File: src/verilog/sio_defs.svh
// register map, field positions, reset values and clock-rate counts of the serial block
`ifndef SIO_DEFS_SVH
`define SIO_DEFS_SVH
`define CTRL1_OFS      6'h00
`define CTRL2_OFS      6'h04
`define STAT_OFS       6'h08
`define START_BIT      7
`define INHIBIT_BIT    6
`define MODE_MSB       5
`define MODE_LSB       4
`define LEN_BIT        3
`define CLKSEL_MSB     2
`define BUSY_BIT       7
`define SHIFTING_BIT   6
`define MODE_TX        2'h0
`define MODE_RX        2'h1
`define MODE_TXRX      2'h2
`define CLK_EXT        3'h7
`define CTRL1_RESET    7'h00
`define CTRL2_RESET    3'h0
`define HALF_SEL0      13'h1000
`define HALF_SEL1      13'h0080
`define HALF_SEL2      13'h0040
`define HALF_SEL3      13'h0020
`define HALF_SEL4      13'h0010
`define HALF_SEL5      13'h0008
`endif

File: src/verilog/sio_pkg.sv
// types shared by the serial block
package sio_pkg;
  typedef enum logic [1:0] {
    ST_IDLE  = 2'b00,
    ST_SHIFT = 2'b01,
    ST_WAIT  = 2'b10
  } sio_state_t;

  typedef struct packed {
    logic       start;
    logic [1:0] mode;
    logic       len8;
    logic [2:0] clk_sel;
  } ctrl_t;
endpackage : sio_pkg

File: src/verilog/sio_core.sv
// clocked serial interface, receive and transmit/receive modes, with avalon-mm registers
`timescale 1ns/1ns
`include "sio_defs.svh"

module sio_core (
  input  wire logic        sys_clk,
  input  wire logic        reset_n,
  input  wire logic [5:0]  address,
  input  wire logic        read,
  input  wire logic        write,
  input  wire logic [3:0]  byteenable,
  input  wire logic [31:0] writedata,
  output logic      [31:0] readdata,
  output logic             waitrequest,
  input  wire logic        sck_in,
  output logic             sck_out,
  output logic             sck_oe,
  input  wire logic        si,
  output logic             so,
  output logic             serial_irq
);
  import sio_pkg::*;

  ctrl_t      ctrl_r;
  logic [2:0] count_r;
  logic [7:0] buf_r [0:7];
  sio_state_t state_r;
  sio_state_t state_nxt;
  logic       busy_r;
  logic [2:0] word_idx_r;
  logic [2:0] bit_cnt_r;
  logic [7:0] shift_r;
  logic       pending_r;
  logic       sck_d_r;
  logic       tick;
  logic       sck_s;
  logic       si_s;

  // half period of the internal serial clock in system cycles
  function automatic logic [12:0] rate_half(input logic [2:0] sel);
    case (sel)
      3'h0:    rate_half = `HALF_SEL0;
      3'h1:    rate_half = `HALF_SEL1;
      3'h2:    rate_half = `HALF_SEL2;
      3'h3:    rate_half = `HALF_SEL3;
      3'h4:    rate_half = `HALF_SEL4;
      default: rate_half = `HALF_SEL5;
    endcase
  endfunction : rate_half

  // pin inputs come from the peer's domain
  sio_sync #(.W(2)) u_sync (
    .sys_clk (sys_clk),
    .reset_n (reset_n),
    .d       ({sck_in, si}),
    .q       ({sck_s, si_s})
  );

  // bus decode; an access is taken on the edge where waitrequest is seen low
  wire       req_w      = read | write;
  wire       acc_w      = req_w & ~waitrequest;
  wire       wr_w       = write & acc_w & byteenable[0];
  wire       rd_w       = read & acc_w;
  wire       is_buf_w   = address[5];
  wire [2:0] buf_sel_w  = address[4:2];
  wire       wr_ctrl1_w = wr_w && (address == `CTRL1_OFS);
  wire       wr_ctrl2_w = wr_w && (address == `CTRL2_OFS);
  wire       wr_buf_w   = wr_w && is_buf_w;
  wire       rd_buf_w   = rd_w && is_buf_w;
  wire [1:0] wr_mode_w  = writedata[`MODE_MSB:`MODE_LSB];
  wire       wr_mode_ok = (wr_mode_w == `MODE_RX) || (wr_mode_w == `MODE_TXRX);
  wire       inhibit_w  = wr_ctrl1_w & writedata[`INHIBIT_BIT];
  wire       start_req_w = wr_ctrl1_w & writedata[`START_BIT] & ~writedata[`INHIBIT_BIT]
                           & wr_mode_ok & (state_r == ST_IDLE);
  wire       mode_chg_w = wr_ctrl1_w && (wr_mode_w != ctrl_r.mode);

  // register read selection; unmapped addresses read zero
  wire [7:0] ctrl1_rd_w = {ctrl_r.start, 1'b0, ctrl_r.mode, ctrl_r.len8, ctrl_r.clk_sel};
  wire [7:0] stat_rd_w  = {busy_r, state_r == ST_SHIFT, 6'h00};
  wire [7:0] rd_mux_w   = is_buf_w                  ? buf_r[buf_sel_w] :
                          (address == `CTRL1_OFS)   ? ctrl1_rd_w :
                          (address == `CTRL2_OFS)   ? {5'h00, count_r} :
                          (address == `STAT_OFS)    ? stat_rd_w : 8'h00;

  // fixed one-wait-state answer: data is loaded with the first wait cycle
  always_ff @(posedge sys_clk or negedge reset_n) begin
    if (!reset_n) begin
      waitrequest <= 1'b1;
      readdata    <= 32'h0000_0000;
    end else if (req_w && waitrequest) begin
      waitrequest <= 1'b0;
      readdata    <= {24'h00_0000, rd_mux_w};
    end else begin
      waitrequest <= 1'b1;
    end
  end

  // control registers; inhibit is a command bit and always reads zero
  always_ff @(posedge sys_clk or negedge reset_n) begin
    if (!reset_n) begin
      ctrl_r  <= `CTRL1_RESET;
      count_r <= `CTRL2_RESET;
    end else begin
      if (wr_ctrl1_w) begin
        ctrl_r.start   <= writedata[`START_BIT] & ~writedata[`INHIBIT_BIT];
        ctrl_r.mode    <= wr_mode_w;
        ctrl_r.len8    <= writedata[`LEN_BIT];
        ctrl_r.clk_sel <= writedata[`CLKSEL_MSB:0];
      end
      if (wr_ctrl2_w) begin
        count_r <= writedata[2:0];
      end
    end
  end

  // serial clock edges: internal from the divider, external from the synchronised pin
  wire internal_w = (ctrl_r.clk_sel != `CLK_EXT);
  wire txrx_w     = (ctrl_r.mode == `MODE_TXRX);
  wire shifting_w = (state_r == ST_SHIFT);
  wire lead_w     = shifting_w && (internal_w ? (tick && sck_out) : (sck_d_r && !sck_s));
  wire trail_w    = shifting_w && (internal_w ? (tick && !sck_out) : (!sck_d_r && sck_s));

  sio_rate_div #(.CW(13)) u_div (
    .sys_clk  (sys_clk),
    .reset_n  (reset_n),
    .run      (shifting_w && internal_w),
    .half_cnt (rate_half(ctrl_r.clk_sel)),
    .tick     (tick)
  );

  // lsb first: new bit enters at the top of the word, 4-bit words keep a zero upper nibble
  wire       wide_w    = ctrl_r.len8 | txrx_w;
  wire [2:0] last_idx_w = wide_w ? 3'h7 : 3'h3;
  wire [7:0] word_w    = wide_w ? {si_s, shift_r[7:1]} : {4'h0, si_s, shift_r[3:1]};
  wire       last_w    = trail_w && (bit_cnt_r == last_idx_w);

  // end-of-word decisions
  wire       rx_block_w   = last_w && !txrx_w && pending_r;
  wire       wait_rx_in_w = rx_block_w && internal_w;
  wire       abort_w      = rx_block_w && !internal_w;
  wire       wait_rx_done = (state_r == ST_WAIT) && !txrx_w && !pending_r;
  wire       store_w      = (last_w && !rx_block_w) || wait_rx_done;
  wire [7:0] store_data_w = (state_r == ST_WAIT) ? shift_r : word_w;
  wire       full_w       = store_w && (word_idx_r == count_r);
  wire       end_w        = store_w && !ctrl_r.start;
  wire [2:0] next_idx_w   = full_w ? 3'h0 : 3'(word_idx_r + 3'h1);
  wire       wait_tx_in_w = store_w && txrx_w && internal_w && ctrl_r.start
                            && (full_w || pending_r);
  wire       wait_tx_done = (state_r == ST_WAIT) && txrx_w && !pending_r;
  wire       tx_next_w    = store_w && txrx_w && !wait_tx_in_w && !end_w;

  // inhibit outranks everything, start only from idle
  assign state_nxt = inhibit_w                      ? ST_IDLE :
                     start_req_w                    ? ST_SHIFT :
                     (abort_w || end_w)             ? ST_IDLE :
                     (wait_rx_in_w || wait_tx_in_w) ? ST_WAIT :
                     (wait_rx_done || wait_tx_done) ? ST_SHIFT : state_r;

  // sequencing state and busy flag
  always_ff @(posedge sys_clk or negedge reset_n) begin
    if (!reset_n) begin
      state_r <= ST_IDLE;
      busy_r  <= 1'b0;
    end else begin
      state_r <= state_nxt;
      busy_r  <= (state_nxt != ST_IDLE);
    end
  end

  // bit and word position
  always_ff @(posedge sys_clk or negedge reset_n) begin
    if (!reset_n) begin
      bit_cnt_r  <= 3'h0;
      word_idx_r <= 3'h0;
    end else begin
      if (start_req_w || last_w) begin
        bit_cnt_r <= 3'h0;
      end else if (trail_w) begin
        bit_cnt_r <= 3'(bit_cnt_r + 3'h1);
      end
      if (start_req_w) begin
        word_idx_r <= 3'h0;
      end else if (store_w) begin
        word_idx_r <= next_idx_w;
      end
    end
  end

  // shift register: loads transmit data at word start in combined mode, samples on trailing edge
  always_ff @(posedge sys_clk or negedge reset_n) begin
    if (!reset_n) begin
      shift_r <= 8'h00;
    end else if (start_req_w) begin
      shift_r <= buf_r[0];
    end else if (tx_next_w) begin
      shift_r <= buf_r[next_idx_w];
    end else if (wait_tx_done) begin
      shift_r <= buf_r[word_idx_r];
    end else if (trail_w) begin
      shift_r <= word_w;
    end
  end

  // unread/unwritten buffer marker; setting at buffer full beats a same-cycle clear
  always_ff @(posedge sys_clk or negedge reset_n) begin
    if (!reset_n) begin
      pending_r <= 1'b0;
    end else if (start_req_w) begin
      pending_r <= 1'b0;
    end else if (full_w) begin
      pending_r <= 1'b1;
    end else if (txrx_w ? wr_buf_w : rd_buf_w) begin
      pending_r <= 1'b0;
    end
  end

  // data buffer: mode change clears it, a stored word beats a bus write to the same word
  always_ff @(posedge sys_clk or negedge reset_n) begin
    if (!reset_n) begin
      for (int i = 0; i < 8; i++) begin
        buf_r[i] <= 8'h00;
      end
    end else begin
      for (int i = 0; i < 8; i++) begin
        if (mode_chg_w) begin
          buf_r[i] <= 8'h00;
        end else if (store_w && (word_idx_r == 3'(i))) begin
          buf_r[i] <= store_data_w;
        end else if (wr_buf_w && (buf_sel_w == 3'(i))) begin
          buf_r[i] <= writedata[7:0];
        end
      end
    end
  end

  // pins: clock idles high and stops outside shifting, which is how the wait halts it
  always_ff @(posedge sys_clk or negedge reset_n) begin
    if (!reset_n) begin
      sck_out    <= 1'b1;
      sck_oe     <= 1'b0;
      so         <= 1'b1;
      sck_d_r    <= 1'b1;
      serial_irq <= 1'b0;
    end else begin
      sck_oe     <= internal_w;
      sck_d_r    <= sck_s;
      serial_irq <= full_w;
      if (!shifting_w || !internal_w) begin
        sck_out <= 1'b1;
      end else if (tick) begin
        sck_out <= ~sck_out;
      end
      if (lead_w && txrx_w) begin
        so <= shift_r[0];
      end else if (state_nxt == ST_IDLE) begin
        so <= 1'b1;
      end
    end
  end
endmodule : sio_core

File: src/verilog/sio_sync.sv
// two flip-flop synchroniser for pin inputs
`timescale 1ns/1ns
module sio_sync #(
  parameter int W = 1
) (
  input  wire logic         sys_clk,
  input  wire logic         reset_n,
  input  wire logic [W-1:0] d,
  output logic      [W-1:0] q
);
  logic [W-1:0] meta_r;

  // first stage is read only by the second
  always_ff @(posedge sys_clk or negedge reset_n) begin
    if (!reset_n) begin
      meta_r <= '1;
      q      <= '1;
    end else begin
      meta_r <= d;
      q      <= meta_r;
    end
  end
endmodule : sio_sync

File: src/verilog/sio_rate_div.sv
// half-period divider giving one-cycle ticks for the internal serial clock
`timescale 1ns/1ns
module sio_rate_div #(
  parameter int CW = 13
) (
  input  wire logic          sys_clk,
  input  wire logic          reset_n,
  input  wire logic          run,
  input  wire logic [CW-1:0] half_cnt,
  output logic               tick
);
  logic [CW-1:0] cnt_r;
  wire           hit_w = (cnt_r >= CW'(half_cnt - CW'(1)));

  // counter restarts whenever the clock is halted, so each run begins with a full half period
  always_ff @(posedge sys_clk or negedge reset_n) begin
    if (!reset_n) begin
      cnt_r <= '0;
      tick  <= 1'b0;
    end else if (!run) begin
      cnt_r <= '0;
      tick  <= 1'b0;
    end else begin
      cnt_r <= hit_w ? '0 : CW'(cnt_r + CW'(1));
      tick  <= hit_w;
    end
  end
endmodule : sio_rate_div

File: config.mk
export PLATFORM = sky130hd
export DESIGN_NAME = sio_core
export DESIGN_NICKNAME = d
export VERILOG_FILES = /design/src/verilog/sio_pkg.sv /design/src/verilog/sio_core.sv /design/src/verilog/sio_sync.sv /design/src/verilog/sio_rate_div.sv
export VERILOG_INCLUDE_DIRS = /design/src /design/src/verilog
export SDC_FILE = /design/constraint.sdc
export NUM_CORES = 1
export LEC_CHECK = 0
export BUFFER_PORTS_ARGS = -buffer_cell sky130_fd_sc_hd__buf_2
export CORE_ASPECT_RATIO = 0.6
export CORE_UTILIZATION = 27
export CTS_CLUSTER_DIAMETER = 40
export DETAILED_ROUTE_END_ITERATION = 10
export PLACE_DENSITY_LB_ADDON = 0.15
export REMOVE_ABC_BUFFERS = 1
export SLEW_MARGIN = 40
export SYNTH_ARGS = -nofsm -noshare
export SYNTH_HDL_FRONTEND = slang
export SYNTH_SLANG_ARGS = --single-unit
File: constraint.sdc
create_clock -name sys_clk -period 3.9 [get_ports sys_clk]
set_clock_uncertainty 0.05 [all_clocks]
set_input_delay 1.17 -clock sys_clk [delete_from_list [all_inputs] [get_ports sys_clk]]
set_output_delay 1.17 -clock sys_clk [all_outputs]
set_load 0.01 [all_outputs]
Word level (Yosys, flattened, before mapping)
Cells that the tools add are included.
{"block": "word_totals", "register_bits": 124, "in_bits": 48, "output_inout_bits": 37, "elab_cells": 242}
{"block": "classes", "add_sub_neg": 4, "magnitude_cmp": 4, "eq_ne": 29, "muxes": 69, "n_bitwise": 18, "n_reduce_logical": 88}
{"operator": "$mux 8", "n": 40}
{"operator": "$bmux 8 s3", "n": 3}
{"operator": "$pmux 13 s5", "n": 1}
{"operator": "$logic_and 1x1->1", "n": 48}
{"operator": "$eq 3x3->1 const B", "n": 9}
{"operator": "$reduce_bool 3->1", "n": 9}
{"operator": "$mux 13", "n": 2}
{"operator": "$eq 3x2->1 const B", "n": 6}
{"operator": "$mux 3", "n": 6}
{"operator": "$add 13x1->13 const B", "n": 1}
{"operator": "$ge 13x13->1", "n": 1}
{"operator": "$sub 13x1->13 const B", "n": 1}
{"operator": "$ge 4x4->1 const B", "n": 3}
{"operator": "$mux 1", "n": 12}
{"operator": "$not 3->4", "n": 3}
{"operator": "$logic_not 1->1", "n": 11}
{"operator": "$and 1x1->1", "n": 10}
{"operator": "$mux 2", "n": 5}
{"operator": "$reduce_bool 2->1", "n": 5}
{"operator": "$eq 3x1->1 const B", "n": 3}
{"operator": "$logic_not 3->1", "n": 3}
{"operator": "$logic_or 1x1->1", "n": 8}
{"operator": "$add 3x1->3 const B", "n": 2}
{"operator": "$eq 2x2->1 const B", "n": 3}
{"operator": "11 further kinds", "n": 17}

Depth between registers and ports, before layout
Gate-level depths: netlist of run 1.
{"block": "logic_depth", "word_depth": 22, "ltp_mapped": 13, "depth_no_buf": 11}

Hierarchy
A second synthesis of run 1 with hierarchy kept.
{"block": "hier_totals", "hier_cells": 941, "area_unflattened_um2": 9059.9}
{"module": "sio_core", "instances": 1, "cells_each": 813, "area_per_inst_um2": 7707.4, "seq_area_each_um2": 2657.5}
{"module": "sio_rate_div", "instances": 1, "cells_each": 124, "area_per_inst_um2": 1247.4, "seq_area_each_um2": 350.3}
{"module": "sio_sync", "instances": 1, "cells_each": 4, "area_per_inst_um2": 105.1, "seq_area_each_um2": 105.1}

Worst setup path before layout of run 1
No wires, ideal clock.
{"block": "synth_timing", "path_kind": "input -> register", "start": "input address[1]", "end": "register buf_r[10] in the netlist's numbering", "setup_time_ns": 0.126, "arrival_ns": 3.046, "required_ns": 3.724, "slack_ns": 0.678, "cell_stages": 9, "path_buffers": 3, "path_cell_list": "nor4_1 > nand3_1 > buf_2 > a21oi_1 > clkbuf_1 > a21oi_1 > nor2b_1 > clkbuf_1 > a221o_1"}
{"block": "synth_via", "elab_chain_len": 4, "elab_cells_between_ends": 5, "cone_classes": "mux (1); reduce/logical (4)"}
{"item": "from (decl)", "line": "sio_core.sv:8", "source": "input wire logic [5:0] address,"}
{"item": "$logic_not 6->1 (no line) (*)"}
{"item": "$logic_and 1x1->1 (*)", "line": "sio_core.sv:66", "source": "wire wr_ctrl1_w = wr_w && (address == `CTRL1_OFS);"}
{"item": "$logic_and 1x1->1 (*)", "line": "sio_core.sv:75", "source": "wire mode_chg_w = wr_ctrl1_w && (wr_mode_w != ctrl_r.mode);"}
{"item": "$reduce_bool 3->1 (no line) or $mux 8 (tied branches)"}
{"item": "to (signal, indexed assignment)", "line": "sio_core.sv:228", "source": "buf_r[i] <= store_data_w;"}
{"item": "to (signal, indexed assignment)", "line": "sio_core.sv:230", "source": "buf_r[i] <= writedata[7:0];"}
{"item": "to (decl)", "line": "sio_core.sv:26", "source": "logic [7:0] buf_r [0:7];"}
Mark *: on every way between the ends. The rest lies on a longest branch, timed or not.
A chain may end at the register's enable or synchronous reset.

Worst setup path in the final report of run 1
{"block": "layout_timing", "start": "register ctrl_r, in the netlist ctrl1_rd_w[2]", "end": "register buf_r[62] in the netlist's numbering"}
{"block": "layout_via", "elab_chain_len": 12, "elab_cells_between_ends": 13, "cone_classes": "eq/ne (1); mux (3); reduce/logical (9)"}
{"item": "from (decl)", "line": "sio_core.sv:24", "source": "ctrl_t ctrl_r;"}
{"item": "from (signal assigned)", "line": "sio_core.sv:101", "source": "ctrl_r <= `CTRL1_RESET;"}
{"item": "$ne 3x3->1 (no line) (*)"}
{"item": "$mux 1 (*)", "line": "sio_core.sv:121", "source": "wire trail_w = shifting_w && (internal_w ? (tick && !sck_out) : (!sck_d_r && sck_s));"}
{"item": "$logic_and 1x1->1 (*)", "line": "sio_core.sv:121"}
{"item": "$logic_and 1x1->1 (*)", "line": "sio_core.sv:135", "source": "wire last_w = trail_w && (bit_cnt_r == last_idx_w);"}
{"item": "$logic_and 1x1->1 (2 in a row)", "line": "sio_core.sv:138", "source": "wire rx_block_w = last_w && !txrx_w && pending_r;"}
{"item": "$logic_not 1->1", "line": "sio_core.sv:142", "source": "wire store_w = (last_w && !rx_block_w) || wait_rx_done;"}
{"item": "$logic_and 1x1->1 (*)", "line": "sio_core.sv:142"}
{"item": "$logic_or 1x1->1 (*)", "line": "sio_core.sv:142"}
{"item": "$logic_and 1x1->1 (*)", "line": "sio_core.sv:227", "source": "end else if (store_w && (word_idx_r == 3'(i))) begin"}
{"item": "$mux 8", "line": "sio_core.sv:227"}
{"item": "$mux 8", "line": "sio_core.sv:225", "source": "if (mode_chg_w) begin"}
Marks and branches as above.

==> results of run 1 <==
final cells by class:
cell class	instances	area, um2
inverters	12	45.0
well taps	408	510
diodes	1	2.50
fillers	3104	20400
flip-flops and latches	124	3110
clock inverters	3	40.0
repair buffers	103	734
multi-input cells	674	4840
clock buffers	29	510
worst max-delay path, stage by stage, from the launching register on:
cell and delay [ns]:
dfrtp_1 0.51, and3_1 0.47, mux2i_4 0.51, a21o_1 0.41, a2111oi_4 0.17, buf_4 0.23
nor2_1 0.46, a22oi_1 0.14, o21ai_0 0.24
metal layers:
layer / vias to the layer above / part of all wire
met4: 0 / 0.013
met5: - / 0
met2: 395 / 0.36
li1: 3335 / -
met3: 30 / 0.11
met1: 3802 / 0.52
report_power, final:
part	leakage (nW)	switching [mW]	internal [mW]	total, mW
Clock	0.270	0.608	0.943	1.55
Sequential	1.59	0.156	1.42	1.58
Combinational	2.43	0.294	0.270	0.564
Total	4.29	1.06	2.64	3.69
worst paths after layout:
path                                       startpoint                     to  slack, ns  cells past startpoint
setup / recovery            ctrl1_rd_w[2]$_DFFE_PN0P_  buf_r[62]$_DFFE_PN0P_       0.59                      8
hold / removal             u_sync.meta_r[0]$_DFF_PN1_  u_sync.q[0]$_DFF_PN1_       0.31                      0
setup reg to reg            ctrl1_rd_w[2]$_DFFE_PN0P_  buf_r[62]$_DFFE_PN0P_       0.59                      8
hold reg to reg            u_sync.meta_r[0]$_DFF_PN1_  u_sync.q[0]$_DFF_PN1_       0.31                      0
max in group asynchronous                     reset_n  waitrequest$_DFF_PN1_       2.34                      2
min in group asynchronous                     reset_n   serial_irq$_DFF_PN0_       0.65                      1
logic make-up after synthesis:
logic type | after synthesis | share of synthesized area
and+or+nand+nor | 287 | 0.164
AOI/OAI and AO/OA | 251 | 0.214
DFF | 124 | 0.373
buffers and inverters | 102 | 0.0611
muxes | 74 | 0.140
adders and majority gates | 19 | 0.0284
xor gates and xnor gates | 18 | 0.0189
other | 2 | 0.000899
stage by stage:
| step | hold slack, ns | setup TNS [ns] |
|---|---|---|
| floorplan | 0.295 | -10.22 |
| global placement | 0.299 | 0 |
| detailed placement | 0.300 | 0 |
| CTS | 0.306 | 0 |
| global route | 0.312 | 0 |
| finish | 0.305 | 0 |
state kept, by name, indices dropped and copies added, names as in the netlist, 2 cells and up:
signal         flops
bit_cnt_r          3
buf_r             64
count_r            3
ctrl1_rd_w         7
readdata           8
shift_r            8
state_r            2
u_div.cnt_r       13
u_sync.meta_r      2
u_sync.q           2
word_idx_r         3
cells in the mapped netlist, types with 7 or more instances:
cell type,instances,area share
a211oi_1,9,0.0081
mux2_2,16,0.022
a21oi_1,30,0.018
inv_1,11,0.0049
nand2_1,120,0.054
a221o_1,23,0.028
clkbuf_1,41,0.018
mux4_2,32,0.086
dfstp_2,8,0.025
nor2_1,48,0.022
xnor2_1,7,0.0073
dfrtp_1,116,0.35
nor3_1,29,0.017
xor2_1,11,0.012
a22oi_1,32,0.029
and2_1,8,0.0060
nor2b_1,16,0.012
o21ai_0,62,0.037
ha_1,19,0.028
a21o_1,9,0.0081
nand3_1,16,0.0096
buf_2,14,0.0084
o21ai_1,18,0.011
a31oi_1,16,0.012
buf_4,29,0.026
mux2i_1,25,0.030
and3_1,12,0.0090
layout by cell type, fill, tap and decap left out, types with 6 or more instances in the layout:
cell type	count
nand2_1	120
buf_4	67
mux2_2	16
o21ai_0	62
a21oi_1	29
and2_1	8
a21o_1	9
a22oi_1	32
xor2_1	11
inv_1	11
a211oi_1	9
nor2_1	48
mux4_2	32
nand3_1	16
nor2b_1	13
mux2i_1	25
clkbuf_16	17
ha_1	19
and3_1	12
nand3b_1	6
xnor2_1	7
buf_2	32
dfrtp_1	115
a221o_1	23
o221ai_1	6
nor3_1	29
o21ai_1	18
a31oi_1	16
clkbuf_1	8
dfstp_2	8
conb_1	25
==> results.sh, run 1 <==
export IMPL_run_status="finished clean"
export IMPL_cap_viol_max_count=0
export IMPL_cts_setup_buffers=0
export IMPL_grt_util_met1=0.356
export IMPL_p_per_area_nw_per_um2=377
export IMPL_fin_crit_ns=3.31
export IMPL_drt_iter0_drc=860
export IMPL_cts_made_buffers=17
export IMPL_worst_slew_pin_slew_ns=0.892
export IMPL_syn_instance_count=877
export IMPL_grt_first_pass_wirelength_um=49000
export IMPL_fin_cells=1354
export IMPL_hpwl_um=25100
export IMPL_met3_usage=0.0705
export IMPL_cts_htree_levels=4
export IMPL_cts_reportedPaths_clkPinSlew_ns=0.06
export IMPL_grt_pass1_vias=6931
export IMPL_ir_worst_vdd_v=0.000315
export IMPL_cts_resized=0
export IMPL_vias=7562
export IMPL_fin_nets=999
export IMPL_ys_types=69
export IMPL_worstSetupPathType="reg -> reg"
export IMPL_pre_cts_ws_ns=0.358
export IMPL_dr_pass1_iters=6
export IMPL_stdcell_area_um2=9790
export IMPL_synth_ff_latch_count=124
export IMPL_cts_hold_buffers=0
export IMPL_drive_gt1_frac=0.218
export IMPL_yosys_warnings=0
export IMPL_grt_ovfl_total=0
export IMPL_cts_tree="built"
export IMPL_ant_nets=0
export IMPL_drc=0
export IMPL_grt_max_degree=51
export IMPL_worst_slack_ns=0.589
export IMPL_rsz0062_at_grt="false"
export IMPL_ys_seq_area_frac=0.373
export IMPL_areaGrowthSynthToFinish_pct=17.2
export IMPL_initial_core_util=0.277
export IMPL_ioPinCount=85
export IMPL_clock_latency_ns=0.44
export IMPL_port_buffers=33
export IMPL_antenna_found_initial=0
export IMPL_clock_sinks=124
export IMPL_slew_viol_final=0
export IMPL_num_rows=49
export IMPL_dp_cells=1321
export IMPL_clockBufferDepth=2
export IMPL_endpoint_kind="register"
export IMPL_routedWlPerCell_um=24.6
export IMPL_cp_arrival_ns=3.60
export IMPL_synth_area_per_cell_um2=9.53
export IMPL_synthFlopType="dfrtp_1"
export IMPL_clockRootBuffer="clkbuf_16"
export IMPL_setup_viol=0
export IMPL_post_dp_cell_area_um2=9240
export IMPL_slew_headroom=0.404
export IMPL_hold_viol=0
export IMPL_final_util=0.325
export IMPL_die_area_um2=31700
export IMPL_gp_congestion=0.903
export IMPL_crit_required_ns=4.19
export IMPL_core_um2=30200
export IMPL_grt_busiest_layer="met1"
export IMPL_async_flop_share=1.00
export IMPL_die_y_um=138
export IMPL_syn_area_um2=8360
export IMPL_worst_path_max_fanout=12
export IMPL_synth_edf_count=0
export IMPL_timing_final_crit_share=0.849
export IMPL_viasPerCell=5.58
export IMPL_startpoint_type="register"
export IMPL_p_leak_nw=4.29
export IMPL_routed_wl_um=33300
export IMPL_hold_class="reg -> reg"
export IMPL_die_x_um=229
export IMPL_finalPower_mw=3.69
export IMPL_met2_usage=0.247
export IMPL_grt_usage=0.214
export IMPL_max_freq_ghz=0.302
Power figures use the tool's default switching activity.
==> run 2, diff against run 1 <==
Clock period 3.9 ns to 3 ns, I/O delays scaled along.
==> run 2 against run 1 <==
Die area is the same. Flip-flop and latch count is the same. Register-to-register slack lost 0.43 ns. Utilization grew 1.6 points.
==> results.sh, run 2 (synthesized netlist as in run 1, its figures left out) <==
export IMPL_drc=0
export IMPL_clock_sinks=124
export IMPL_startpoint_type="register"
export IMPL_run_status="finished clean"
export IMPL_max_freq_ghz=0.351
export IMPL_top_regs="buf_r x64, u_div.cnt_r x13"
export IMPL_pre_cts_ws_ns=0.0231
export IMPL_crit_family="compound AO/OA/AOI/OAI gates"
export IMPL_ioPinCount=85
export IMPL_worstPathBufferInverterCount=2
export IMPL_hold_viol=0
export IMPL_hpwl_um=26100
export IMPL_clockRootBuffer="clkbuf_16"
export IMPL_cts_htree_levels=4
export IMPL_cts_made_buffers=17
export IMPL_num_rows=49
export IMPL_largest_reg_flops=64
export IMPL_worst_slack_ns=0.155
export IMPL_clock_latency_ns=0.45
export IMPL_setup_viol=0
export IMPL_cp_arrival_ns=3.11
export IMPL_grt_usage=0.223
export IMPL_ir_worst_vdd_v=0.000418
export IMPL_routed_wl_um=34700
export IMPL_timing_final_crit_share=0.948
export IMPL_startpoint="ctrl1_rd_w[5]$_DFFE_PN0P_"
export IMPL_die_area_um2=31700
export IMPL_post_dp_cell_area_um2=9680
export IMPL_mostFrequentLayoutCells="nand2_1 (120), buf_4 (117), dfrtp_1 (115), o21ai_0 (62), nor2_1 (48)"
export IMPL_crit_required_ns=3.26
export IMPL_vias=7762
export IMPL_drive_gt1_frac=0.263
export IMPL_stdcell_area_um2=10300
export IMPL_viasPerCell=5.52
export IMPL_drt_iter0_drc=942
export IMPL_min_from="u_sync.meta_r[1]$_DFF_PN1_"
export IMPL_slew_viol_final=0
export IMPL_worstSetupPathType="reg -> reg"
export IMPL_ant_nets=0
export IMPL_grt_max_degree=46
export IMPL_gp_congestion=0.904
export IMPL_slew_headroom=0.434
export IMPL_clockBufferDepth=2
export IMPL_cap_viol_max_count=0
export IMPL_p_per_area_nw_per_um2=478
export IMPL_fin_nets=1053
export IMPL_cpPeakStageDelay_ns=0.53
export IMPL_fin_crit_ns=2.85
export IMPL_final_util=0.340
export IMPL_antenna_cells=0
export IMPL_worstPathCellList="nor2b_1, or4b_4, a21o_2, a2111oi_4, buf_6, nor2_1, buf_4, a22oi_1, o21ai_0"
export IMPL_antenna_found_initial=0
export IMPL_core_um2=30200
export IMPL_worst_path_max_fanout=8
export IMPL_worst_slew_pin_slew_ns=0.847
export IMPL_p_leak_nw=4.59
export IMPL_die_x_um=229
export IMPL_worstReg2RegStart="ctrl1_rd_w[5]$_DFFE_PN0P_"
export IMPL_crit_path_top_delay_cell="or4b_4"
export IMPL_port_buffers=33
export IMPL_routedWlPerCell_um=24.7
export IMPL_endpoint_kind="register"
export IMPL_grt_ovfl_total=0
export IMPL_cts_reportedPaths_clkPinSlew_ns=0.06
export IMPL_final_common_cell="nand2_1"
export IMPL_cts_tree="built"
export IMPL_grt_first_pass_wirelength_um=50600
export IMPL_areaGrowthSynthToFinish_pct=22.9
export IMPL_hold_class="reg -> reg"
export IMPL_cts_hold_buffers=0
export IMPL_largest_register="buf_r"
export IMPL_grt_pass1_vias=7117
export IMPL_initial_core_util=0.277
export IMPL_dr_pass1_iters=5
export IMPL_die_y_um=138
-- run 2: cell types whose count changed in the layout (fill, tap and decap cells not counted), sizes merged --
cell	delta
buf	+54
bufinv	+1
clkbuf	-5
clkinv	+4
diode	-1
-- run 2: power by group --
part | switching (mW) | internal (mW) | leakage (nW)
clock network | 0.823 | 1.28 | 0.288
logic | 0.396 | 0.366 | 2.72
registers | 0.200 | 1.85 | 1.59
total | 1.42 | 3.49 | 4.59
-- run 2: path summary, 6_finish.rpt --
check | endpoint | slack, ns | depth (start not counted)
min in group asynchronous | serial_irq$_DFF_PN0_ | 0.35 | 1
min | u_sync.q[1]$_DFF_PN1_ | 0.31 | 0
max | buf_r[29]$_DFFE_PN0P_ | 0.15 | 9
max in group asynchronous | waitrequest$_DFF_PN1_ | 1.87 | 2
min reg2reg | u_sync.q[1]$_DFF_PN1_ | 0.31 | 0
max reg2reg | buf_r[29]$_DFFE_PN0P_ | 0.15 | 9
-- run 2: cell type report --
cell class	instances	area (um2)
inverter	12	45.0
clock buffer	24	482
multi-input combinational	674	4850
fill	3107	19900
timing repair buffer	157	1180
tap	408	510
clock inverter	8	90.1
sequential	124	3110
-- run 2: per-stage QoR --
step	power [mW]	hold WS, ns	cells	TNS (ns)
after floorplan	2.45	0.295	810	-57.74
after detailed placement	2.83	0.300	1374	0
after CTS	4.94	0.308	1406	0
after global routing	5.11	0.317	1407	-0.0114
after global placement	2.82	0.299	1374	-0.0139
final	4.91	0.307	1407	0
-- run 2: repair_timing --
action	CTS	global route
resized for setup	0	3
endpoints found under the setup margin	0	13
setup buffers	0	1
endpoints found under the hold margin	0	0
-- run 2: per-layer routing --
metal / vias up / part of all wire / GRT usage
met5: - / 0.0016 / 0.0134
met4: 2 / 0.011 / 0.0561
met3: 26 / 0.11 / 0.0817
met2: 374 / 0.36 / 0.261
met1: 3917 / 0.51 / 0.361
li1: 3443 / - / -
